### src/hw/bmon_pkg.sv
// Shared constants and types for the battery monitor control register bank
package bmon_pkg;

  ////////////////////////////////////////////////////////////////////////////////
  // Register offsets, one byte address each
  localparam logic [7:0] ADDR_SCRATCH = 8'h00;
  localparam logic [7:0] ADDR_CELL_SEL = 8'h01;
  localparam logic [7:0] ADDR_CUR_MON = 8'h02;
  localparam logic [7:0] ADDR_BAL_SW = 8'h03;
  localparam logic [7:0] ADDR_POWER = 8'h04;
  localparam logic [7:0] ADDR_IRQ = 8'h05;
  localparam logic [7:0] ADDR_FAULT = 8'h06;

  // Serial bus device address; the value is arbitrary
  localparam logic [6:0] DEV_ADDR = 7'h2A;

  // Direction bit of the address byte
  localparam logic DIR_WRITE = 1'b0;
  localparam logic DIR_READ = 1'b1;

  ////////////////////////////////////////////////////////////////////////////////
  // Field positions
  localparam int SEL_MSB = 2;
  localparam int GAIN_BIT = 0;
  localparam int ZERO_BIT = 1;
  localparam int OUT_EN_BIT = 2;
  localparam int WAKE_RUN_BIT = 0;
  localparam int PD_BIT = 1;
  localparam int WAKE_LVL_BIT = 7;
  localparam int OV_IRQ_BIT = 0;

  // Reset value, all-ones pattern and last bit index
  localparam logic [7:0] RST_BYTE = 8'h00;
  localparam logic [7:0] ALL_ONES = 8'hFF;
  localparam logic [2:0] LAST_BIT = 3'h7;

  // Serial bus protocol states
  typedef enum logic [3:0] {
    ST_IDLE, ST_ADDR, ST_ADDR_ACK, ST_REGA, ST_REGA_ACK,
    ST_WDATA, ST_WDATA_ACK, ST_RDATA, ST_RACK, ST_RLOAD
  } bus_state_t;

endpackage

### src/hw/link_ev_if.sv
// Serial link events passed from the edge finder to the register bank
interface link_ev_if;
  logic scl_rise;
  logic scl_fall;
  logic start;
  logic stop;
  logic sda_lvl;

  modport src (output scl_rise, output scl_fall, output start, output stop, output sda_lvl);
  modport dst (input scl_rise, input scl_fall, input start, input stop, input sda_lvl);
endinterface

### src/hw/battery_monitor_control_registers.sv
// Control register bank of the battery monitor front end, reached over the two-wire bus
module battery_monitor_control_registers (
  input wire logic clk_sys_in,
  input wire logic srst_in,
  input wire logic scl_in,
  input wire logic sda_in,
  output logic sda_out,
  output logic sda_oe_out,
  input wire logic wake_pin_n_in,
  input wire logic cell_voltage_out_disable_in,
  input wire logic wake_detected_in,
  input wire logic [7:0] irq_event_in,
  input wire logic clock_halt_in,
  input wire logic [7:0] error_cond_in,
  output logic [2:0] cell_sel_out,
  output logic amp_gain_select_out,
  output logic sense_zero_out,
  output logic current_level_en_out,
  output logic [2:0] bal_switch_out,
  output logic bal_close_out,
  output logic wake_detect_run_out,
  output logic power_down_out,
  output logic int_n_out,
  output logic int_n_oe_out,
  output logic fault_n_out,
  output logic fault_n_oe_out
);
  bmon_pkg::bus_state_t state_q;
  logic [2:0] sync_s, bit_cnt_q, cell_sel_q, cur_mon_q, bal_sel_q;
  logic [7:0] shift_q, ptr_q, wr_data_q, full_byte, rd_data, scratch_q, irq_q, irq_d, err_q;
  logic wake_n_s, rw_q, wr_stb_q, rd_clr_q, wake_run_q, pd_req_q, pd_state_q;
  logic drive_lo_q, sda_oe_q;

  link_ev_if ev ();

  ////////////////////////////////////////////////////////////////////////////////
  // Pin synchronisers and link event finder
  pin_sync pin_sync_i (
    .clk_sys_in(clk_sys_in),
    .srst_in(srst_in),
    .raw_in({wake_pin_n_in, sda_in, scl_in}),
    .sync_out(sync_s)
  );

  link_edges link_edges_i (
    .clk_sys_in(clk_sys_in),
    .srst_in(srst_in),
    .scl_s_in(sync_s[0]),
    .sda_s_in(sync_s[1]),
    .ev(ev.src)
  );

  assign wake_n_s = sync_s[2];
  assign full_byte = {shift_q[6:0], ev.sda_lvl};

  ////////////////////////////////////////////////////////////////////////////////
  // Read data mux; unmapped addresses read as zero
  always_comb begin
    rd_data = bmon_pkg::RST_BYTE;
    unique case (ptr_q)
      bmon_pkg::ADDR_SCRATCH: rd_data = scratch_q;
      bmon_pkg::ADDR_CELL_SEL: rd_data = {5'h00, cell_sel_q};
      bmon_pkg::ADDR_CUR_MON: rd_data = {5'h00, cur_mon_q};
      bmon_pkg::ADDR_BAL_SW: rd_data = {5'h00, bal_sel_q};
      bmon_pkg::ADDR_POWER: rd_data = {wake_n_s, 5'h00, pd_req_q, wake_run_q};
      bmon_pkg::ADDR_IRQ: rd_data = irq_q;
      bmon_pkg::ADDR_FAULT: rd_data = err_q;
      default: rd_data = bmon_pkg::RST_BYTE;
    endcase
  end

  ////////////////////////////////////////////////////////////////////////////////
  // Serial bus slave: address byte, register byte, then one data byte
  always_ff @(posedge clk_sys_in) begin
    if (srst_in) begin
      state_q <= bmon_pkg::ST_IDLE;
      bit_cnt_q <= 3'h0;
      shift_q <= bmon_pkg::RST_BYTE;
      ptr_q <= bmon_pkg::RST_BYTE;
      rw_q <= bmon_pkg::DIR_WRITE;
      wr_stb_q <= 1'b0;
      wr_data_q <= bmon_pkg::RST_BYTE;
      rd_clr_q <= 1'b0;
      sda_oe_q <= 1'b0;
    end else begin
      wr_stb_q <= 1'b0;
      rd_clr_q <= 1'b0;
      if (ev.stop) begin
        state_q <= bmon_pkg::ST_IDLE;
        sda_oe_q <= 1'b0;
      end else if (ev.start) begin
        state_q <= bmon_pkg::ST_ADDR;
        bit_cnt_q <= 3'h0;
        sda_oe_q <= 1'b0;
      end else if (ev.scl_rise) begin
        unique case (state_q)
          bmon_pkg::ST_ADDR, bmon_pkg::ST_REGA, bmon_pkg::ST_WDATA: begin
            shift_q <= full_byte;
            bit_cnt_q <= bit_cnt_q + 3'h1;
            if (bit_cnt_q == bmon_pkg::LAST_BIT) begin
              if (state_q == bmon_pkg::ST_ADDR) begin
                // Other addresses are left alone until the next start
                if (full_byte[7:1] == bmon_pkg::DEV_ADDR) begin
                  rw_q <= full_byte[0];
                  state_q <= bmon_pkg::ST_ADDR_ACK;
                end else begin
                  state_q <= bmon_pkg::ST_IDLE;
                end
              end else if (state_q == bmon_pkg::ST_REGA) begin
                ptr_q <= full_byte;
                state_q <= bmon_pkg::ST_REGA_ACK;
              end else begin
                wr_stb_q <= 1'b1;
                wr_data_q <= full_byte;
                state_q <= bmon_pkg::ST_WDATA_ACK;
              end
            end
          end
          bmon_pkg::ST_RACK: begin
            // Master acknowledge asks for the same register again
            state_q <= ev.sda_lvl ? bmon_pkg::ST_IDLE : bmon_pkg::ST_RLOAD;
          end
          default: begin
          end
        endcase
      end else if (ev.scl_fall) begin
        unique case (state_q)
          bmon_pkg::ST_ADDR_ACK, bmon_pkg::ST_REGA_ACK, bmon_pkg::ST_WDATA_ACK: begin
            if (!sda_oe_q) begin
              sda_oe_q <= 1'b1;
            end else if (state_q == bmon_pkg::ST_ADDR_ACK && rw_q == bmon_pkg::DIR_READ) begin
              shift_q <= rd_data;
              rd_clr_q <= (ptr_q == bmon_pkg::ADDR_IRQ);
              sda_oe_q <= ~rd_data[7];
              bit_cnt_q <= 3'h0;
              state_q <= bmon_pkg::ST_RDATA;
            end else begin
              sda_oe_q <= 1'b0;
              bit_cnt_q <= 3'h0;
              // A second data byte is not acknowledged
              unique case (state_q)
                bmon_pkg::ST_ADDR_ACK: state_q <= bmon_pkg::ST_REGA;
                bmon_pkg::ST_REGA_ACK: state_q <= bmon_pkg::ST_WDATA;
                default: state_q <= bmon_pkg::ST_IDLE;
              endcase
            end
          end
          bmon_pkg::ST_RLOAD: begin
            shift_q <= rd_data;
            rd_clr_q <= (ptr_q == bmon_pkg::ADDR_IRQ);
            sda_oe_q <= ~rd_data[7];
            bit_cnt_q <= 3'h0;
            state_q <= bmon_pkg::ST_RDATA;
          end
          bmon_pkg::ST_RDATA: begin
            bit_cnt_q <= bit_cnt_q + 3'h1;
            if (bit_cnt_q == bmon_pkg::LAST_BIT) begin
              sda_oe_q <= 1'b0;
              state_q <= bmon_pkg::ST_RACK;
            end else begin
              shift_q <= {shift_q[6:0], 1'b1};
              sda_oe_q <= ~shift_q[6];
            end
          end
          default: begin
          end
        endcase
      end
    end
  end

  ////////////////////////////////////////////////////////////////////////////////
  // Plain data registers; scratch has no side effect
  always_ff @(posedge clk_sys_in) begin
    if (srst_in) begin
      scratch_q <= bmon_pkg::RST_BYTE;
      cur_mon_q <= 3'h0;
    end else if (wr_stb_q) begin
      if (ptr_q == bmon_pkg::ADDR_SCRATCH) begin
        scratch_q <= wr_data_q;
      end
      if (ptr_q == bmon_pkg::ADDR_CUR_MON) begin
        cur_mon_q <= wr_data_q[bmon_pkg::OUT_EN_BIT:0];
      end
    end
  end

  // Monitor-side registers are frozen while the monitor output is disabled
  always_ff @(posedge clk_sys_in) begin
    if (srst_in) begin
      cell_sel_q <= 3'h0;
      bal_sel_q <= 3'h0;
    end else if (wr_stb_q && !cell_voltage_out_disable_in) begin
      if (ptr_q == bmon_pkg::ADDR_CELL_SEL) begin
        cell_sel_q <= wr_data_q[bmon_pkg::SEL_MSB:0];
      end
      if (ptr_q == bmon_pkg::ADDR_BAL_SW) begin
        bal_sel_q <= wr_data_q[bmon_pkg::SEL_MSB:0];
      end
    end
  end

  ////////////////////////////////////////////////////////////////////////////////
  // Wake detect run bit; a detection beats a host write in the same cycle
  always_ff @(posedge clk_sys_in) begin
    if (srst_in) begin
      wake_run_q <= 1'b0;
    end else if (wake_detected_in) begin
      wake_run_q <= 1'b0;
    end else if (wr_stb_q && ptr_q == bmon_pkg::ADDR_POWER) begin
      wake_run_q <= wr_data_q[bmon_pkg::WAKE_RUN_BIT];
    end
  end

  // Power-down request and state; only the wake pin brings the device back
  always_ff @(posedge clk_sys_in) begin
    if (srst_in) begin
      pd_req_q <= 1'b0;
      pd_state_q <= 1'b0;
    end else if (pd_state_q) begin
      if (!wake_n_s) begin
        pd_state_q <= 1'b0;
        pd_req_q <= 1'b0;
      end else if (wr_stb_q && ptr_q == bmon_pkg::ADDR_POWER) begin
        pd_req_q <= wr_data_q[bmon_pkg::PD_BIT];
      end
    end else begin
      if (wr_stb_q && ptr_q == bmon_pkg::ADDR_POWER) begin
        pd_req_q <= wr_data_q[bmon_pkg::PD_BIT];
      end
      pd_state_q <= pd_req_q && wake_n_s;
    end
  end

  ////////////////////////////////////////////////////////////////////////////////
  // Interrupt requests: events win over the clear-on-read; writes have no path
  always_comb begin
    irq_d = irq_q & ~{8{rd_clr_q}};
    irq_d = irq_d | irq_event_in;
    irq_d = irq_d | (clock_halt_in ? bmon_pkg::ALL_ONES : bmon_pkg::RST_BYTE);
  end

  always_ff @(posedge clk_sys_in) begin
    if (srst_in) begin
      irq_q <= bmon_pkg::RST_BYTE;
      int_n_oe_out <= 1'b0;
    end else begin
      irq_q <= irq_d;
      int_n_oe_out <= |irq_d;
    end
  end

  // Error bits follow their live conditions; host writes are not decoded
  always_ff @(posedge clk_sys_in) begin
    if (srst_in) begin
      err_q <= bmon_pkg::RST_BYTE;
      fault_n_oe_out <= 1'b0;
    end else begin
      err_q <= error_cond_in;
      fault_n_oe_out <= |error_cond_in;
    end
  end

  ////////////////////////////////////////////////////////////////////////////////
  // Control outputs to the analog side, all registered
  always_ff @(posedge clk_sys_in) begin
    if (srst_in) begin
      cell_sel_out <= 3'h0;
      amp_gain_select_out <= 1'b0;
      sense_zero_out <= 1'b0;
      current_level_en_out <= 1'b0;
      bal_switch_out <= 3'h0;
      bal_close_out <= 1'b0;
      wake_detect_run_out <= 1'b0;
      power_down_out <= 1'b0;
      drive_lo_q <= 1'b0;
      sda_oe_out <= 1'b0;
    end else begin
      cell_sel_out <= cell_sel_q;
      amp_gain_select_out <= cur_mon_q[bmon_pkg::GAIN_BIT];
      sense_zero_out <= cur_mon_q[bmon_pkg::ZERO_BIT];
      current_level_en_out <= cur_mon_q[bmon_pkg::OUT_EN_BIT] && !pd_state_q;
      bal_switch_out <= bal_sel_q;
      // One cycle of lag behind the disable edge; the analog sequencer covers it
      bal_close_out <= !cell_voltage_out_disable_in && !pd_state_q;
      // Wake detection is fed by its own run bit only, never by the amplifier setup
      wake_detect_run_out <= wake_run_q;
      power_down_out <= pd_state_q;
      drive_lo_q <= 1'b0;
      sda_oe_out <= sda_oe_q;
    end
  end

  // Open-drain pins only ever pull low
  assign sda_out = drive_lo_q;
  assign int_n_out = drive_lo_q;
  assign fault_n_out = drive_lo_q;

  ////////////////////////////////////////////////////////////////////////////////
  // Checks
  scratch_keep_a: assert property (@(posedge clk_sys_in) disable iff (srst_in)
    wr_stb_q && ptr_q == bmon_pkg::ADDR_SCRATCH |=> scratch_q == $past(wr_data_q))
    else $error("scratch write not stored");
  cell_lock_a: assert property (@(posedge clk_sys_in) disable iff (srst_in)
    cell_voltage_out_disable_in |=> $stable(cell_sel_q))
    else $error("cell select changed while monitor disabled");
  bal_lock_a: assert property (@(posedge clk_sys_in) disable iff (srst_in)
    cell_voltage_out_disable_in |=> $stable(bal_sel_q))
    else $error("balance select changed while monitor disabled");
  bal_open_a: assert property (@(posedge clk_sys_in) disable iff (srst_in)
    cell_voltage_out_disable_in |=> !bal_close_out)
    else $error("balance switch closed in disable period");
  wake_clear_a: assert property (@(posedge clk_sys_in) disable iff (srst_in)
    wake_detected_in |=> !wake_run_q ##1 !wake_detect_run_out)
    else $error("wake run bit not cleared by detection");
  pd_hold_a: assert property (@(posedge clk_sys_in) disable iff (srst_in)
    !pd_state_q && !wake_n_s |=> !pd_state_q)
    else $error("power-down entered while wake pin low");
  pd_exit_a: assert property (@(posedge clk_sys_in) disable iff (srst_in)
    pd_state_q && wake_n_s |=> pd_state_q)
    else $error("power-down left without wake pin");
  // A fresh event one cycle later may set the pin again, so only the next cycle is checked
  irq_clear_a: assert property (@(posedge clk_sys_in) disable iff (srst_in)
    rd_clr_q && irq_event_in == 8'h00 && !clock_halt_in |=> irq_q == 8'h00 && !int_n_oe_out)
    else $error("interrupt register not cleared by read");
  halt_all_a: assert property (@(posedge clk_sys_in) disable iff (srst_in)
    clock_halt_in |=> irq_q == 8'hFF && int_n_oe_out)
    else $error("clock halt did not set all requests");
  ov_irq_a: assert property (@(posedge clk_sys_in) disable iff (srst_in)
    irq_event_in[bmon_pkg::OV_IRQ_BIT] |=> irq_q[bmon_pkg::OV_IRQ_BIT] && int_n_oe_out)
    else $error("overvoltage request not raised");
  fault_pin_a: assert property (@(posedge clk_sys_in) disable iff (srst_in)
    ##1 fault_n_oe_out == ($past(error_cond_in) != 8'h00) && err_q == $past(error_cond_in))
    else $error("fault pin or error register lags its conditions");
endmodule

### src/hw/pin_sync.sv
// Two-stage synchronisers for the pins that arrive from outside the clock domain
module pin_sync (
  input wire logic clk_sys_in,
  input wire logic srst_in,
  input wire logic [2:0] raw_in,
  output logic [2:0] sync_out
);
  logic [2:0] meta_q;

  ////////////////////////////////////////////////////////////////////////////////
  // One chain per pin; idle bus and wake pin rest high
  for (genvar i = 0; i < 3; i++) begin : g_sync
    always_ff @(posedge clk_sys_in) begin
      if (srst_in) begin
        meta_q[i] <= 1'b1;
        sync_out[i] <= 1'b1;
      end else begin
        meta_q[i] <= raw_in[i];
        sync_out[i] <= meta_q[i];
      end
    end
  end
endmodule

### src/hw/link_edges.sv
// Finds clock edges and start/stop conditions on the synchronised serial link
module link_edges (
  input wire logic clk_sys_in,
  input wire logic srst_in,
  input wire logic scl_s_in,
  input wire logic sda_s_in,
  link_ev_if.src ev
);
  logic scl_prev_q;
  logic sda_prev_q;

  ////////////////////////////////////////////////////////////////////////////////
  // Previous levels
  always_ff @(posedge clk_sys_in) begin
    if (srst_in) begin
      scl_prev_q <= 1'b1;
      sda_prev_q <= 1'b1;
    end else begin
      scl_prev_q <= scl_s_in;
      sda_prev_q <= sda_s_in;
    end
  end

  // Events; a data change while the clock is high marks start or stop
  always_ff @(posedge clk_sys_in) begin
    if (srst_in) begin
      ev.scl_rise <= 1'b0;
      ev.scl_fall <= 1'b0;
      ev.start <= 1'b0;
      ev.stop <= 1'b0;
      ev.sda_lvl <= 1'b1;
    end else begin
      ev.scl_rise <= scl_s_in & ~scl_prev_q;
      ev.scl_fall <= ~scl_s_in & scl_prev_q;
      ev.start <= scl_s_in & scl_prev_q & sda_prev_q & ~sda_s_in;
      ev.stop <= scl_s_in & scl_prev_q & ~sda_prev_q & sda_s_in;
      ev.sda_lvl <= sda_s_in;
    end
  end
endmodule

### config.mk
export PLATFORM = sky130hd
export DESIGN_NAME = battery_monitor_control_registers
export DESIGN_NICKNAME = d
export VERILOG_FILES = /design/src/hw/bmon_pkg.sv /design/src/hw/link_ev_if.sv /design/src/hw/battery_monitor_control_registers.sv /design/src/hw/pin_sync.sv /design/src/hw/link_edges.sv
export SDC_FILE = /design/constraint.sdc
export NUM_CORES = 1
export LEC_CHECK = 0
export BUFFER_PORTS_ARGS = -buffer_cell sky130_fd_sc_hd__buf_4
export CAP_MARGIN = 20
export CORE_MARGIN = 4
export CORE_UTILIZATION = 53
export CTS_CLUSTER_DIAMETER = 60
export DETAILED_ROUTE_END_ITERATION = 8
export PLACE_DENSITY = 0.75
export SLEW_MARGIN = 20
export SYNTH_ARGS = -nofsm -noshare
export SYNTH_HDL_FRONTEND = slang
export SYNTH_SLANG_ARGS = --single-unit
export TNS_END_PERCENT = 5
### constraint.sdc
create_clock -name clk_sys_in -period 1.8 [get_ports clk_sys_in]
set_clock_uncertainty 0.05 [all_clocks]
set_input_delay 0 -clock clk_sys_in [delete_from_list [all_inputs] [get_ports clk_sys_in]]
set_output_delay 0 -clock clk_sys_in [all_outputs]
set_load 0.03 [all_outputs]
=== After elaboration in Yosys (flattened, before gate mapping) ===
Index checks and enable logic that the tools add are counted.

* Input port bits: 24
* Logic and storage cells: 174
* Register bits: 97

* Bitwise gates (word level): 25
* Reduce and logical (&&, ||, !) cells: 35
* Add/sub/neg operators: 1
* Multiplexer cells: 42
* Eq/ne operators: 29

{| class="wikitable"
|+ Operators with widths
! operator !! number
|-
| one-hot mux 8 bit (7 select lines) || 1
|-
| two-way mux 7 bit || 6
|-
| two-way mux 4 bit || 7
|-
| equality test 8 x 3 -> 1 bit, second input constant || 3
|-
| one-hot mux 7 bit (3 select lines) || 1
|-
| AND reduction 7 bit || 3
|-
| two-way mux 3 bit || 6
|-
| equality test 4 x 3 -> 1 bit, second input constant || 4
|-
| equality test 8 x 2 -> 1 bit, second input constant || 2
|-
| OR 8 bit || 2
|-
| OR reduction 8 bit || 2
|-
| inverter 1 bit || 14
|-
| two-way mux 1 bit || 12
|-
| inequality test 3 x 2 -> 1 bit, second input constant || 4
|-
| one-hot mux 4 bit (3 select lines) || 1
|-
| AND reduction 6 bit || 2
|-
| inequality test 3 bit, second input constant || 3
|-
| one-hot mux 3 bit (3 select lines) || 1
|-
| OR reduction 3 bit || 3
|-
| bitwise AND 8 bit || 1
|-
| equality test 4 x 2 -> 1 bit, second input constant || 2
|-
| equality test 4 bit, second input constant || 2
|-
| equality test 8 x 1 -> 1 bit, second input constant || 1
|-
| logical NOT 8 bit || 1
|-
| 28 further kinds || 48
|}

=== Depth between registers and ports, before layout ===
Gate-level depths: netlist of the first run.

* Word-level depth: 8
* Depth in mapped cells: 8
* Gate-level depth less buffers: 7

=== Cells and area by module ===
Synthesis of the first run repeated with hierarchy kept, for this count alone.

* Cells, all modules: 459
* Area total of the unflattened synthesis: 4304.1 um2

{| class="wikitable"
|+ Modules (own cells, without submodules)
! module !! seq. area each (um2) !! cells an instance !! area each (um2) !! instances
|-
| battery_monitor_control_registers || 1701.6 || 433 || 3948.8 || 1
|-
| link_edges || 120.1 || 14 || 197.7 || 1
|-
| pin_sync || 120.1 || 12 || 157.7 || 1
|}

=== Worst setup path after synthesis of the first run ===
No wires, ideal clock.

* Path type: register -> register
* Start point: register bit_cnt_q[0]
* End point: register state_q[0]
* Slack: 31 ps
* Setup time: 92 ps
* Stages on the path, launching flop included: 8
* Clock period less this slack: 1769 ps
* Arrival time: 1627 ps
* Required time: 1658 ps
* Cells stage by stage: dfxtp_1 ha_1 ha_1 nor4bb_1 nor3_1 o32ai_4 o211a_1 nor4_1

* Cells in the longest elaborated chain, start to end: 3

{| class="wikitable"
|+ RTL lines
! item !! line !! text
|-
| start: declaration || battery_monitor_control_registers.sv:29 || <nowiki>logic [2:0] sync_s, bit_cnt_q, cell_sel_q, cur_mon_q, bal_sel_q;</nowiki>
|-
| start signal: assignment || battery_monitor_control_registers.sv:99 || <nowiki>bit_cnt_q <= bit_cnt_q + 3'h1;</nowiki>
|-
| start signal: assignment || battery_monitor_control_registers.sv:156 || <nowiki>bit_cnt_q <= bit_cnt_q + 3'h1;</nowiki>
|-
| equality test 3 bit * || battery_monitor_control_registers.sv:100, battery_monitor_control_registers.sv:157 ||
|-
| inequality test 4 bit (no line) or inequality test 4 x 2 -> 1 bit (tied branches) || -- ||
|-
| AND reduction 6 bit (no line) * || -- ||
|-
| end signal: assignment || battery_monitor_control_registers.sv:105 || <nowiki>state_q <= bmon_pkg::ST_ADDR_ACK;</nowiki>
|-
| end signal: assignment || battery_monitor_control_registers.sv:107 || <nowiki>state_q <= bmon_pkg::ST_IDLE;</nowiki>
|-
| end signal: assignment || battery_monitor_control_registers.sv:159 || <nowiki>state_q <= bmon_pkg::ST_RACK;</nowiki>
|-
| end: declaration || battery_monitor_control_registers.sv:28 || <nowiki>bmon_pkg::bus_state_t state_q;</nowiki>
|}

Every way passes the cells marked *; elsewhere a longest branch is shown, timed or not.
A chain may end at the register's enable or synchronous reset.

=== Final worst setup path of the first run ===
* Start point: register state_q[0]
* End point: register shift_q[1]

* Cells in the longest elaborated chain, start to end: 5

{| class="wikitable"
|+ RTL lines
! item !! line !! text
|-
| start signal: assignment || battery_monitor_control_registers.sv:76 || <nowiki>state_q <= bmon_pkg::ST_IDLE;</nowiki>
|-
| start signal: assignment || battery_monitor_control_registers.sv:89 || <nowiki>state_q <= bmon_pkg::ST_IDLE;</nowiki>
|-
| start signal: assignment || battery_monitor_control_registers.sv:92 || <nowiki>state_q <= bmon_pkg::ST_ADDR;</nowiki>
|-
| equality test 4 x 2 -> 1 bit or equality test 4 x 3 -> 1 bit (tied branches) || battery_monitor_control_registers.sv:127, battery_monitor_control_registers.sv:131 ||
|-
| OR reduction 3 bit || battery_monitor_control_registers.sv:127 || <nowiki>unique case (state_q)</nowiki>
|-
| one-hot mux 7 bit (3 select lines) || battery_monitor_control_registers.sv:127 ||
|-
| two-way mux 7 bit || battery_monitor_control_registers.sv:126 || <nowiki>end else if (ev.scl_fall) begin</nowiki>
|-
| two-way mux 7 bit || battery_monitor_control_registers.sv:95 || <nowiki>end else if (ev.scl_rise) begin</nowiki>
|-
| end signal: assignment || battery_monitor_control_registers.sv:98 || <nowiki>shift_q <= full_byte;</nowiki>
|-
| end signal: assignment || battery_monitor_control_registers.sv:132 || <nowiki>shift_q <= rd_data;</nowiki>
|-
| end signal: assignment || battery_monitor_control_registers.sv:149 || <nowiki>shift_q <= rd_data;</nowiki>
|-
| end: declaration || battery_monitor_control_registers.sv:30 || <nowiki>logic [7:0] shift_q, ptr_q, wr_data_q, full_byte, rd_data, scratch_q, irq_q, irq_d, err_q;</nowiki>
|}

Parallel ways exist; a longest one is shown, timed or not. The select of a mux whose other input is x is not followed.

==> results of run 1 <==
[area by class of cell]
| class | count | share of cell area [%] |
|---|---|---|
| sequential | 97 | 35.32 |
| tap | 102 | 2.305 |
| inverter | 11 | 0.7458 |
| clock inverter | 7 | 1.785 |
| timing repair buffer | 104 | 16.14 |
| multi-input combinational | 321 | 41.47 |
| clock buffer | 9 | 2.237 |
[power groups by stage]
stage / clock network, mW / logic (mW) / registers (mW)
2_1_floorplan: 0 / 0.104 / 2.26
3_3_place_gp: 0 / 0.178 / 2.26
3_5_place_dp: 0 / 0.182 / 2.26
4_1_cts: 1.57 / 0.233 / 2.21
5_1_grt: 1.65 / 0.262 / 2.21
6_report: 1.54 / 0.242 / 2.21
[final timing paths]
path	endpoint	slack, ns	cells past startpoint
setup reg to reg	shift_q[1]	0.02	5
hold / removal	wake_run_q	0.28	3
setup / recovery	shift_q[1]	0.02	5
hold reg to reg	pin_sync_i.sync_out[0]	0.37	1
[cell usage after synthesis, types with 2 or more instances]
cell and count:
a211oi_1 12, a21boi_0 2, a21o_1 3, a21oi_1 16, a22oi_1 3, a311oi_1 2, a31oi_1 5, and2_1 3
and3_1 2, buf_1 4, buf_2 9, buf_4 5, clkbuf_1 12, clkinv_1 2, dfxtp_1 97, ha_1 2
inv_1 9, mux2_2 2, mux2i_1 47, nand2_1 16, nand2b_1 5, nand3_1 11, nand3b_1 3, nand4_1 7
nand4b_1 2, nand4bb_1 2, nor2_1 58, nor2b_1 25, nor3_1 12, nor3b_1 6, nor4_1 4, nor4b_1 2
nor4bb_1 5, o211a_1 5, o211ai_1 3, o21ai_0 11, o21bai_1 2, o221ai_1 2, o22ai_1 4, or2_2 8
or3b_1 2, or4_1 2
[placed cells by master, fill, tap and decap left out, types with 3 or more instances in the layout]
cell,netlist,final
nand3_1,11,11
nor3b_1,6,6
buf_12,0,3
or2_2,8,8
a21oi_1,16,16
dfxtp_2,0,5
a211oi_1,12,11
nor2b_1,25,24
clkbuf_8,0,9
o211a_1,5,4
a22oi_1,3,3
o21ai_0,11,11
a31oi_1,5,5
a21o_1,3,3
dlygate4sd3_1,0,30
nand2_1,16,16
buf_4,5,71
conb_1,1,3
nor4_1,4,4
o22ai_1,4,4
and2_1,3,3
inv_1,9,9
nor3_1,12,10
mux2i_1,47,47
nand3b_1,3,3
dfxtp_1,97,90
nand2b_1,5,5
nor2_1,58,57
nand4_1,7,7
o211ai_1,3,3
[timing repair]
action	4_1_cts	5_1_grt
endpoints found under the hold margin	31	0
resized for setup	9	20
hold buffers	30	0
pin swaps	2	3
endpoints found under the setup margin	17	40
[metrics by stage]
stage / instance area [um2] / util, % / hold WS [ns]
finish: 5537 / 70.91 / 0.2755
global route: 5537 / 70.91 / 0.2765
CTS: 5450 / 69.81 / 0.2495
detailed placement: 4893 / 62.68 / 0.1143
global placement: 4893 / 62.68 / 0.1129
floorplan: 4315 / - / 0.02679
[worst max-delay path: stages (launching register included)]
cell	delay (ns)
dfxtp_4	0.40
or3b_1	0.40
o211ai_1	0.21
a21oi_1	0.20
nor2_4	0.26
a311oi_2	0.13
[sequential cells by signal, indices dropped and copies added (netlist names), 4 cells and up]
register and cells:
wr_data_q 8, irq_q 8, err_q 8, shift_q 7, scratch_q 8, ptr_q 8
state_q 4
[per-layer routing]
metal / track usage [%] / share of wire [%] / up-vias
met5: 0 / 0 / -
met4: 5.567 / 1.4 / 0
met3: 4.714 / 5.8 / 22
met2: 37.80 / 48 / 141
met1: 32.06 / 44 / 1766
li1: - / - / 1815
[kinds of logic (layout without fill, tap and decap cells)]
family,after synthesis,count (layout),share of synthesized area [%]
multiplexers,49,49,11.44
other,1,3,0.08705
AO/OA/AOI/OAI,82,82,13.83
flip-flops,97,97,45.08
buffers and inverters,41,131,4.269
adder cells (fa/ha/maj),2,2,0.5808
AND/OR/NAND/NOR,185,185,24.72
==> impl_metrics.py, run 1 <==
metrics = {
    "setup_path": {
        "startpoint": "state_q[0]",
        "critical_path_class": "reg2reg",
        "reg2reg_from": "state_q[0]",
        "required_ns": 2.00,
        "crit_arrival_ns": 1.97,
        "cp_max_fo": 11,
        "startpoint_type": "register",
        "end_kind": "register",
    },
    "hold_path": {
        "hp-start": "wake_detected_in",
        "hold_path.class": "in2reg",
    },
    "sta": {
        "tightest_slew_ns": 0.5513,
        "slew_headroom_pct": 63.25,
        "setup_slack_ns": 0.02173,
        "max_freq_ghz": 0.5623,
        "hold_viol": 0,
        "slew_viol_final": 0,
        "rsz0062_at_grt": "true",
        "setup_viol": 0,
        "timing.setup.tns_ns": 0,
        "finalCritPeriodShare_pct": 98.79,
        "min_period_ns": 1.778,
    },
    "job": {
        "cap_violations": 0,
    },
    "synthesis": {
        "yosysWarnings": 0,
        "synth-seq-cells": 97,
        "synthTopCellsByArea": "dfxtp_1, mux2i_1, nor2_1",
        "synth_ff_type": "dfxtp_1",
        "seq_area_frac_synth_pct": 45.08,
        "synth_cells": 457,
        "synthArstFlopShare_pct": 0,
        "synth_area_leader_cell": "dfxtp_1",
        "synth_edf_count": 0,
        "synth_cell_type_count": 65,
        "syn-mean-instance-area_um2": 9.426,
        "synth.top_cell.area_share_pct": 45.08,
        "syn_area_um2": 4308,
    },
    "detailed_routing": {
        "vias_per_cell": 5.751,
        "route.detailed.drc": 0,
        "routedWlPerCell_um": 16.76,
        "ant_nets": 0,
        "drtIter0Drc": 283,
        "first_pass_iters": 5,
        "drt-total-wl_um": 10910,
        "num_vias": 3744,
    },
    "floorplan": {
        "std_cell_rows": 32,
        "die_height_um": 98.16,
        "start_util_pct": 55.18,
        "io_pins": 42,
        "die_area_um2": 9634,
        "coreArea_um2": 7807,
        "die_w_um": 98.16,
    },
    "finish": {
        "area_growth_pct": 28.52,
        "layout.cells.non_filler": 651,
        "layout-drive-gt1-share_pct": 23.68,
        "n_antenna_cell": 0,
        "num-fill-cells": 583,
        "seq_area_um2": 1956,
        "multi_input_area_um2": 2296,
        "nets": 570,
    },
    "placement": {
        "port_buffers": 38,
        "dp.cells": 605,
        "routabilityCongestion": 0.9187,
        "hpwl_um": 7352,
        "pre_cts_ws_ns": -0.1010,
    },
    "global_route": {
        "grt_usage_pct": 23.29,
        "grt_pass1_wl_um": 18290,
        "grt_pass1_vias": 3675,
        "antenna_found_initial": 0,
        "grt_max_degree": 56,
        "grt_overflow": 0,
    },
    "power": {
        "peakVddDrop_uv": 472.5,
        "power_switching_mw": 1.000,
        "p_sw_share_pct": 25.09,
        "clkPwrFrac_pct": 38.5,
        "power_frac_seq_pct": 55.4,
        "p_leak_nw": 2.310,
        "pwr-share-comb_pct": 6.1,
        "p_int_mw": 2.986,
        "total_power_mw": 3.987,
        "power_density_nw_per_um2": 720.0,
    },
    "clock_network": {
        "cts.clk_slew.worst_paths_ns": 0.10,
        "cts_tree": "done",
        "ctsLongestPathBuffers": 2,
        "cts-htree-levels": 3,
        "cts_buffers": 9,
        "ctsRootBufferMaster": "clkbuf_8",
        "cts_setup_buffers": 0,
        "clkLatencyLatePin_ns": 0.37,
        "clock_sinks": 97,
    },
    "status": {
        "status": "complete, no violations",
    },
}
Note: power is estimated with default switching activity, not from simulation.
==> inputs of run 2 (changes only) <==
Settings changed: CORE_ASPECT_RATIO set to 0.8, CORE_MARGIN 4 to 5.
==> impl_metrics.py, run 2 (synthesized netlist as in run 1, its figures left out) <==
metrics = {
    "status": {
        "status": "complete, but fails checks",
        "violations": "setup timing",
    },
    "clock_network": {
        "ctsLongestPathBuffers": 2,
        "cts_tree": "done",
        "cts.clk_slew.worst_paths_ns": 0.09,
        "cts_buffers": 9,
        "cts-htree-levels": 3,
        "clock_sinks": 97,
        "clkLatencyLatePin_ns": 0.37,
        "ctsRootBufferMaster": "clkbuf_8",
    },
    "global_route": {
        "grt_max_degree": 40,
        "grt_pass1_vias": 3622,
        "grt-busiest-layer": "met2",
        "antenna_found_initial": 0,
        "grt_pass1_wl_um": 18290,
        "met3_usage_pct": 5.023,
        "met2_usage_pct": 33.79,
        "met1_usage_pct": 31.25,
        "grt_overflow": 0,
        "grt_usage_pct": 22.16,
    },
    "placement": {
        "dpl-instance-area_um2": 4941,
        "port_buffers": 38,
        "routabilityCongestion": 0.9470,
        "hpwl_um": 7706,
    },
    "sta": {
        "slew_viol_final": 0,
        "timing.setup.tns_ns": -0.05027,
        "finalCritPeriodShare_pct": 102.0,
        "hold_ws_ns": 0.2996,
        "rsz0062_at_grt": "true",
        "setup_slack_ns": -0.03599,
        "max_freq_ghz": 0.5447,
        "hold_viol": 0,
        "setup_viol": 2,
        "min_period_ns": 1.836,
    },
    "setup_path": {
        "startpoint_type": "register",
        "cp_slowest_cell": "dfxtp_1",
        "end_kind": "register",
        "worstRegToRegCells": 7,
        "slowest_delay_ns": 0.32,
        "cp_max_fo": 6,
        "critical_path_class": "reg2reg",
        "cp.depth": 7,
        "crit_arrival_ns": 2.06,
        "critical_path.top_delay_family": "simple AND/OR/NAND/NOR gates",
        "path_cells": "ha_1, ha_2, nor4bb_1, nor3_1, o32ai_4, o211a_1, nor4_1",
        "required_ns": 2.02,
        "crit_buf_inv": 0,
    },
    "hold_path": {
        "holdPathStages": 3,
        "hold_path.class": "in2reg",
    },
    "detailed_routing": {
        "ant_nets": 0,
        "drtIter0Drc": 238,
        "num_vias": 3769,
        "route.detailed.drc": 0,
        "first_pass_iters": 4,
        "vias_per_cell": 5.659,
        "drt-total-wl_um": 11080,
        "routedWlPerCell_um": 16.64,
    },
    "finish": {
        "n_antenna_cell": 0,
        "layout_common_cells": "dfxtp_1, buf_4, nor2_1",
        "nets": 580,
        "layout-drive-gt1-share_pct": 22.58,
        "num-fill-cells": 608,
        "layout_commonest_cell": "dfxtp_1",
        "area_growth_pct": 28.41,
        "design_area_um2": 5532,
    },
    "power": {
        "power_density_nw_per_um2": 722.0,
        "peakVddDrop_uv": 532.0,
        "total_power_mw": 3.994,
        "p_leak_nw": 2.346,
    },
    "floorplan": {
        "die_area_um2": 10040,
        "coreArea_um2": 7910,
        "start_util_pct": 54.46,
        "die_height_um": 90.64,
        "die_w_um": 110.8,
        "io_pins": 42,
        "std_cell_rows": 29,
    },
    "job": {
        "cap_violations": 0,
    },
}
run 2: changes by cell type in the layout (fill, tap and decap cells not counted), sizes merged:
cell,change
clkinv,-3
inv,+1
bufinv,+1
buf,+7
dlygate4sd3,+3
run 2: final timing paths:
path / start / endpoint / slack, ns
setup / recovery: bit_cnt_q[0] / state_q[0] / -0.04
setup reg to reg: bit_cnt_q[0] / state_q[0] / -0.04
hold reg to reg: pin_sync_i.meta_q[0] / pin_sync_i.sync_out[0] / 0.36
hold / removal: wake_detected_in / wake_run_q / 0.30
run 2: power breakdown:
part / switching [mW] / leakage, nW / internal, mW
sequential: 0.0296 / 0.792 / 2.18
clock: 0.756 / 0.106 / 0.783
combinational: 0.118 / 1.45 / 0.127
total: 0.903 / 2.35 / 3.09
run 2: layout make-up:
type                    instances  area [um2]  share of cell area (%)
flip-flops and latches         97        1952                   35.29
clock inverters                 6       90.09                   1.629
inverters                      11       41.29                  0.7464
repair buffers                114       967.2                   17.48
well taps                     108       135.1                   2.443
multi-input cells             321        2222                   40.17
clock buffers                   9       123.9                   2.239
run 2: through the flow:
stage	std cells	utilization, %	setup slack (ns)
5_1_grt	666	69.93	-0.1435
3_3_place_gp	618	62.46	-0.03184
3_5_place_dp	618	62.46	-0.06298
6_report	666	69.93	-0.03599
2_1_floorplan	459	-	0.03100
4_1_cts	666	69.41	-0.05181
run 2: routing by layer:
layer | part of all wire (%) | wire length [um] | vias up
li1 | - | - | 1829
met1 | 48 | 5267 | 1809
met2 | 45 | 4967 | 120
met3 | 6.9 | 761 | 11
met4 | 0.80 | 89 | 0
met5 | 0 | 0 | -
run 2: worst register-to-register path, delay by kind of cell (launching register included):
kind	cells	cell delay, ns
fa+ha+maj	2	0.38
compound gates	2	0.36
flops	1	0.32
simple gates	3	0.63
run 2: timing repair:
action / 4_1_cts / 5_1_grt
hold buffers: 33 / 0
setup endpoints to repair: 9 / 32
pin swaps: 2 / 2
setup buffers: 0 / 0
resized for setup: 3 / 12
endpoints found under the hold margin: 36 / 0
==> inputs of run 3 (changes only) <==
Settings changed: CELL_PAD_IN_SITES_DETAIL_PLACEMENT set to 0, CELL_PAD_IN_SITES_GLOBAL_PLACEMENT set to 1, CORE_UTILIZATION 53 to 41, PLACE_DENSITY 0.75 to not set, PLACE_DENSITY_LB_ADDON set to 0.1.
==> impl_metrics.py, run 3 (synthesized netlist as in run 1, its figures left out) <==
metrics = {
    "status": {
        "status": "complete, but fails checks",
        "violations": "setup timing",
    },
    "clock_network": {
        "clkLatencyLatePin_ns": 0.34,
        "cts_buffers": 9,
        "clock_sinks": 97,
        "ctsRootBufferMaster": "clkbuf_16",
        "ctsLongestPathBuffers": 2,
        "cts-htree-levels": 3,
        "cts.clk_slew.worst_paths_ns": 0.07,
        "cts_tree": "done",
    },
    "finish": {
        "multi_input_area_um2": 2275,
        "design_area_um2": 5732,
        "n_antenna_cell": 0,
        "num-fill-cells": 921,
        "layout_commonest_cell": "dfxtp_1",
        "area_growth_pct": 33.05,
        "final_util_pct": 55.75,
        "nets": 577,
        "layout-drive-gt1-share_pct": 24.10,
        "layout_common_cells": "dfxtp_1, buf_4, nor2_1",
        "seq_area_um2": 1957,
    },
    "sta": {
        "slew_viol_final": 0,
        "max_freq_ghz": 0.5413,
        "hold_viol": 0,
        "rsz0062_at_grt": "true",
        "timing.setup.tns_ns": -0.04740,
        "hold_ws_ns": 0.3114,
        "setup_viol": 1,
        "min_period_ns": 1.847,
        "finalCritPeriodShare_pct": 102.6,
        "setup_slack_ns": -0.04740,
    },
    "floorplan": {
        "die_w_um": 124.6,
        "die_height_um": 101.7,
        "std_cell_rows": 33,
        "die_area_um2": 12670,
        "start_util_pct": 41.90,
        "coreArea_um2": 10280,
        "io_pins": 42,
    },
    "power": {
        "power_switching_mw": 0.9662,
        "p_leak_nw": 2.401,
        "power_frac_seq_pct": 47.7,
        "peakVddDrop_uv": 519.3,
        "p_int_mw": 3.666,
        "pwr-share-comb_pct": 5.4,
        "power_density_nw_per_um2": 808.2,
        "total_power_mw": 4.632,
        "p_sw_share_pct": 20.86,
        "clkPwrFrac_pct": 46.9,
    },
    "detailed_routing": {
        "dr_wl_met2_um": 5068,
        "drtIter0Drc": 192,
        "route.detailed.drc": 0,
        "top_layer": "met4",
        "wl_met3_um": 688,
        "ant_nets": 0,
        "vias_per_cell": 5.310,
        "drt-met1-wl_um": 5617,
        "routedWlPerCell_um": 16.53,
        "drt-total-wl_um": 11500,
        "num_vias": 3696,
        "first_pass_iters": 5,
    },
    "setup_path": {
        "cp_max_fo": 6,
        "startpoint": "bit_cnt_q[0]",
        "reg2reg_from": "bit_cnt_q[0]",
        "critical_path_class": "reg2reg",
        "end_kind": "register",
        "startpoint_type": "register",
        "required_ns": 1.99,
        "crit_arrival_ns": 2.03,
    },
    "global_route": {
        "grt_pass1_vias": 3659,
        "grt_overflow": 0,
        "grt_max_degree": 47,
        "antenna_found_initial": 0,
        "grt_pass1_wl_um": 18780,
        "grt_usage_pct": 18.53,
    },
    "placement": {
        "routabilityCongestion": 0.8282,
        "hpwl_um": 8017,
        "dpl-instance-area_um2": 4959,
        "port_buffers": 38,
    },
    "hold_path": {
        "hp-start": "wake_detected_in",
        "hold_path.class": "in2reg",
    },
    "job": {
        "cap_violations": 0,
    },
}
[run 3: cell types whose count changed in the layout (fill, tap and decap cells not counted), moves of 4 or more]
cell / delta
clkbuf_16: +9
clkbuf_8: -9
dfxtp_1: -4
dfxtp_2: +4
[run 3: layout make-up]
class,instances,area share (%)
clock buffer,9,3.929
sequential,97,34.14
tap,140,3.056
inverter,11,0.7204
clock inverter,7,2.030
timing repair buffer,111,16.44
multi-input combinational,321,39.69
[run 3: power groups by stage]
stage | Clock [mW] | Sequential, mW | Combinational, mW
global route | 2.31 | 2.21 | 0.272
CTS | 2.21 | 2.21 | 0.244
floorplan | 0 | 2.26 | 0.104
finish | 2.17 | 2.21 | 0.249
global placement | 0 | 2.26 | 0.190
detailed placement | 0 | 2.26 | 0.191
[run 3: worst paths after layout]
| path | to | slack [ns] | cells past startpoint |
|---|---|---|---|
| max reg2reg | state_q[0] | -0.05 | 7 |
| min | wake_run_q | 0.31 | 3 |
| max | state_q[0] | -0.05 | 7 |
| min reg2reg | pin_sync_i.sync_out[2] | 0.36 | 1 |
[run 3: metrics by stage]
stage,cells,setup WS [ns]
detailed placement,647,-0.1666
floorplan,459,0.03100
CTS,695,-0.02035
global route,696,-0.2118
global placement,647,-0.1355
finish,696,-0.04740
[run 3: metal layers]
metal | GRT usage [%] | vias to the layer above
met4 | 5.307 | 0
li1 | - | 1822
met1 | 26.19 | 1767
met3 | 4.059 | 14
met2 | 28.70 | 93
met5 | 0 | -
[run 3: repair_timing]
item | CTS | global route
resized for setup | 6 | 23
buffers inserted | 0 | 1
pin swaps | 3 | 11
endpoints found under the setup margin | 11 | 30
hold endpoints to repair | 26 | 0
hold buffers | 32 | 0
[run 3: worst max-delay path, cell delays in order (launching register included)]
cell and delay [ns]:
dfxtp_2 0.34, ha_4 0.16, ha_4 0.17, nor4bb_4 0.15
nor3_2 0.27, o32ai_4 0.17, o211a_1 0.16, nor4_1 0.27
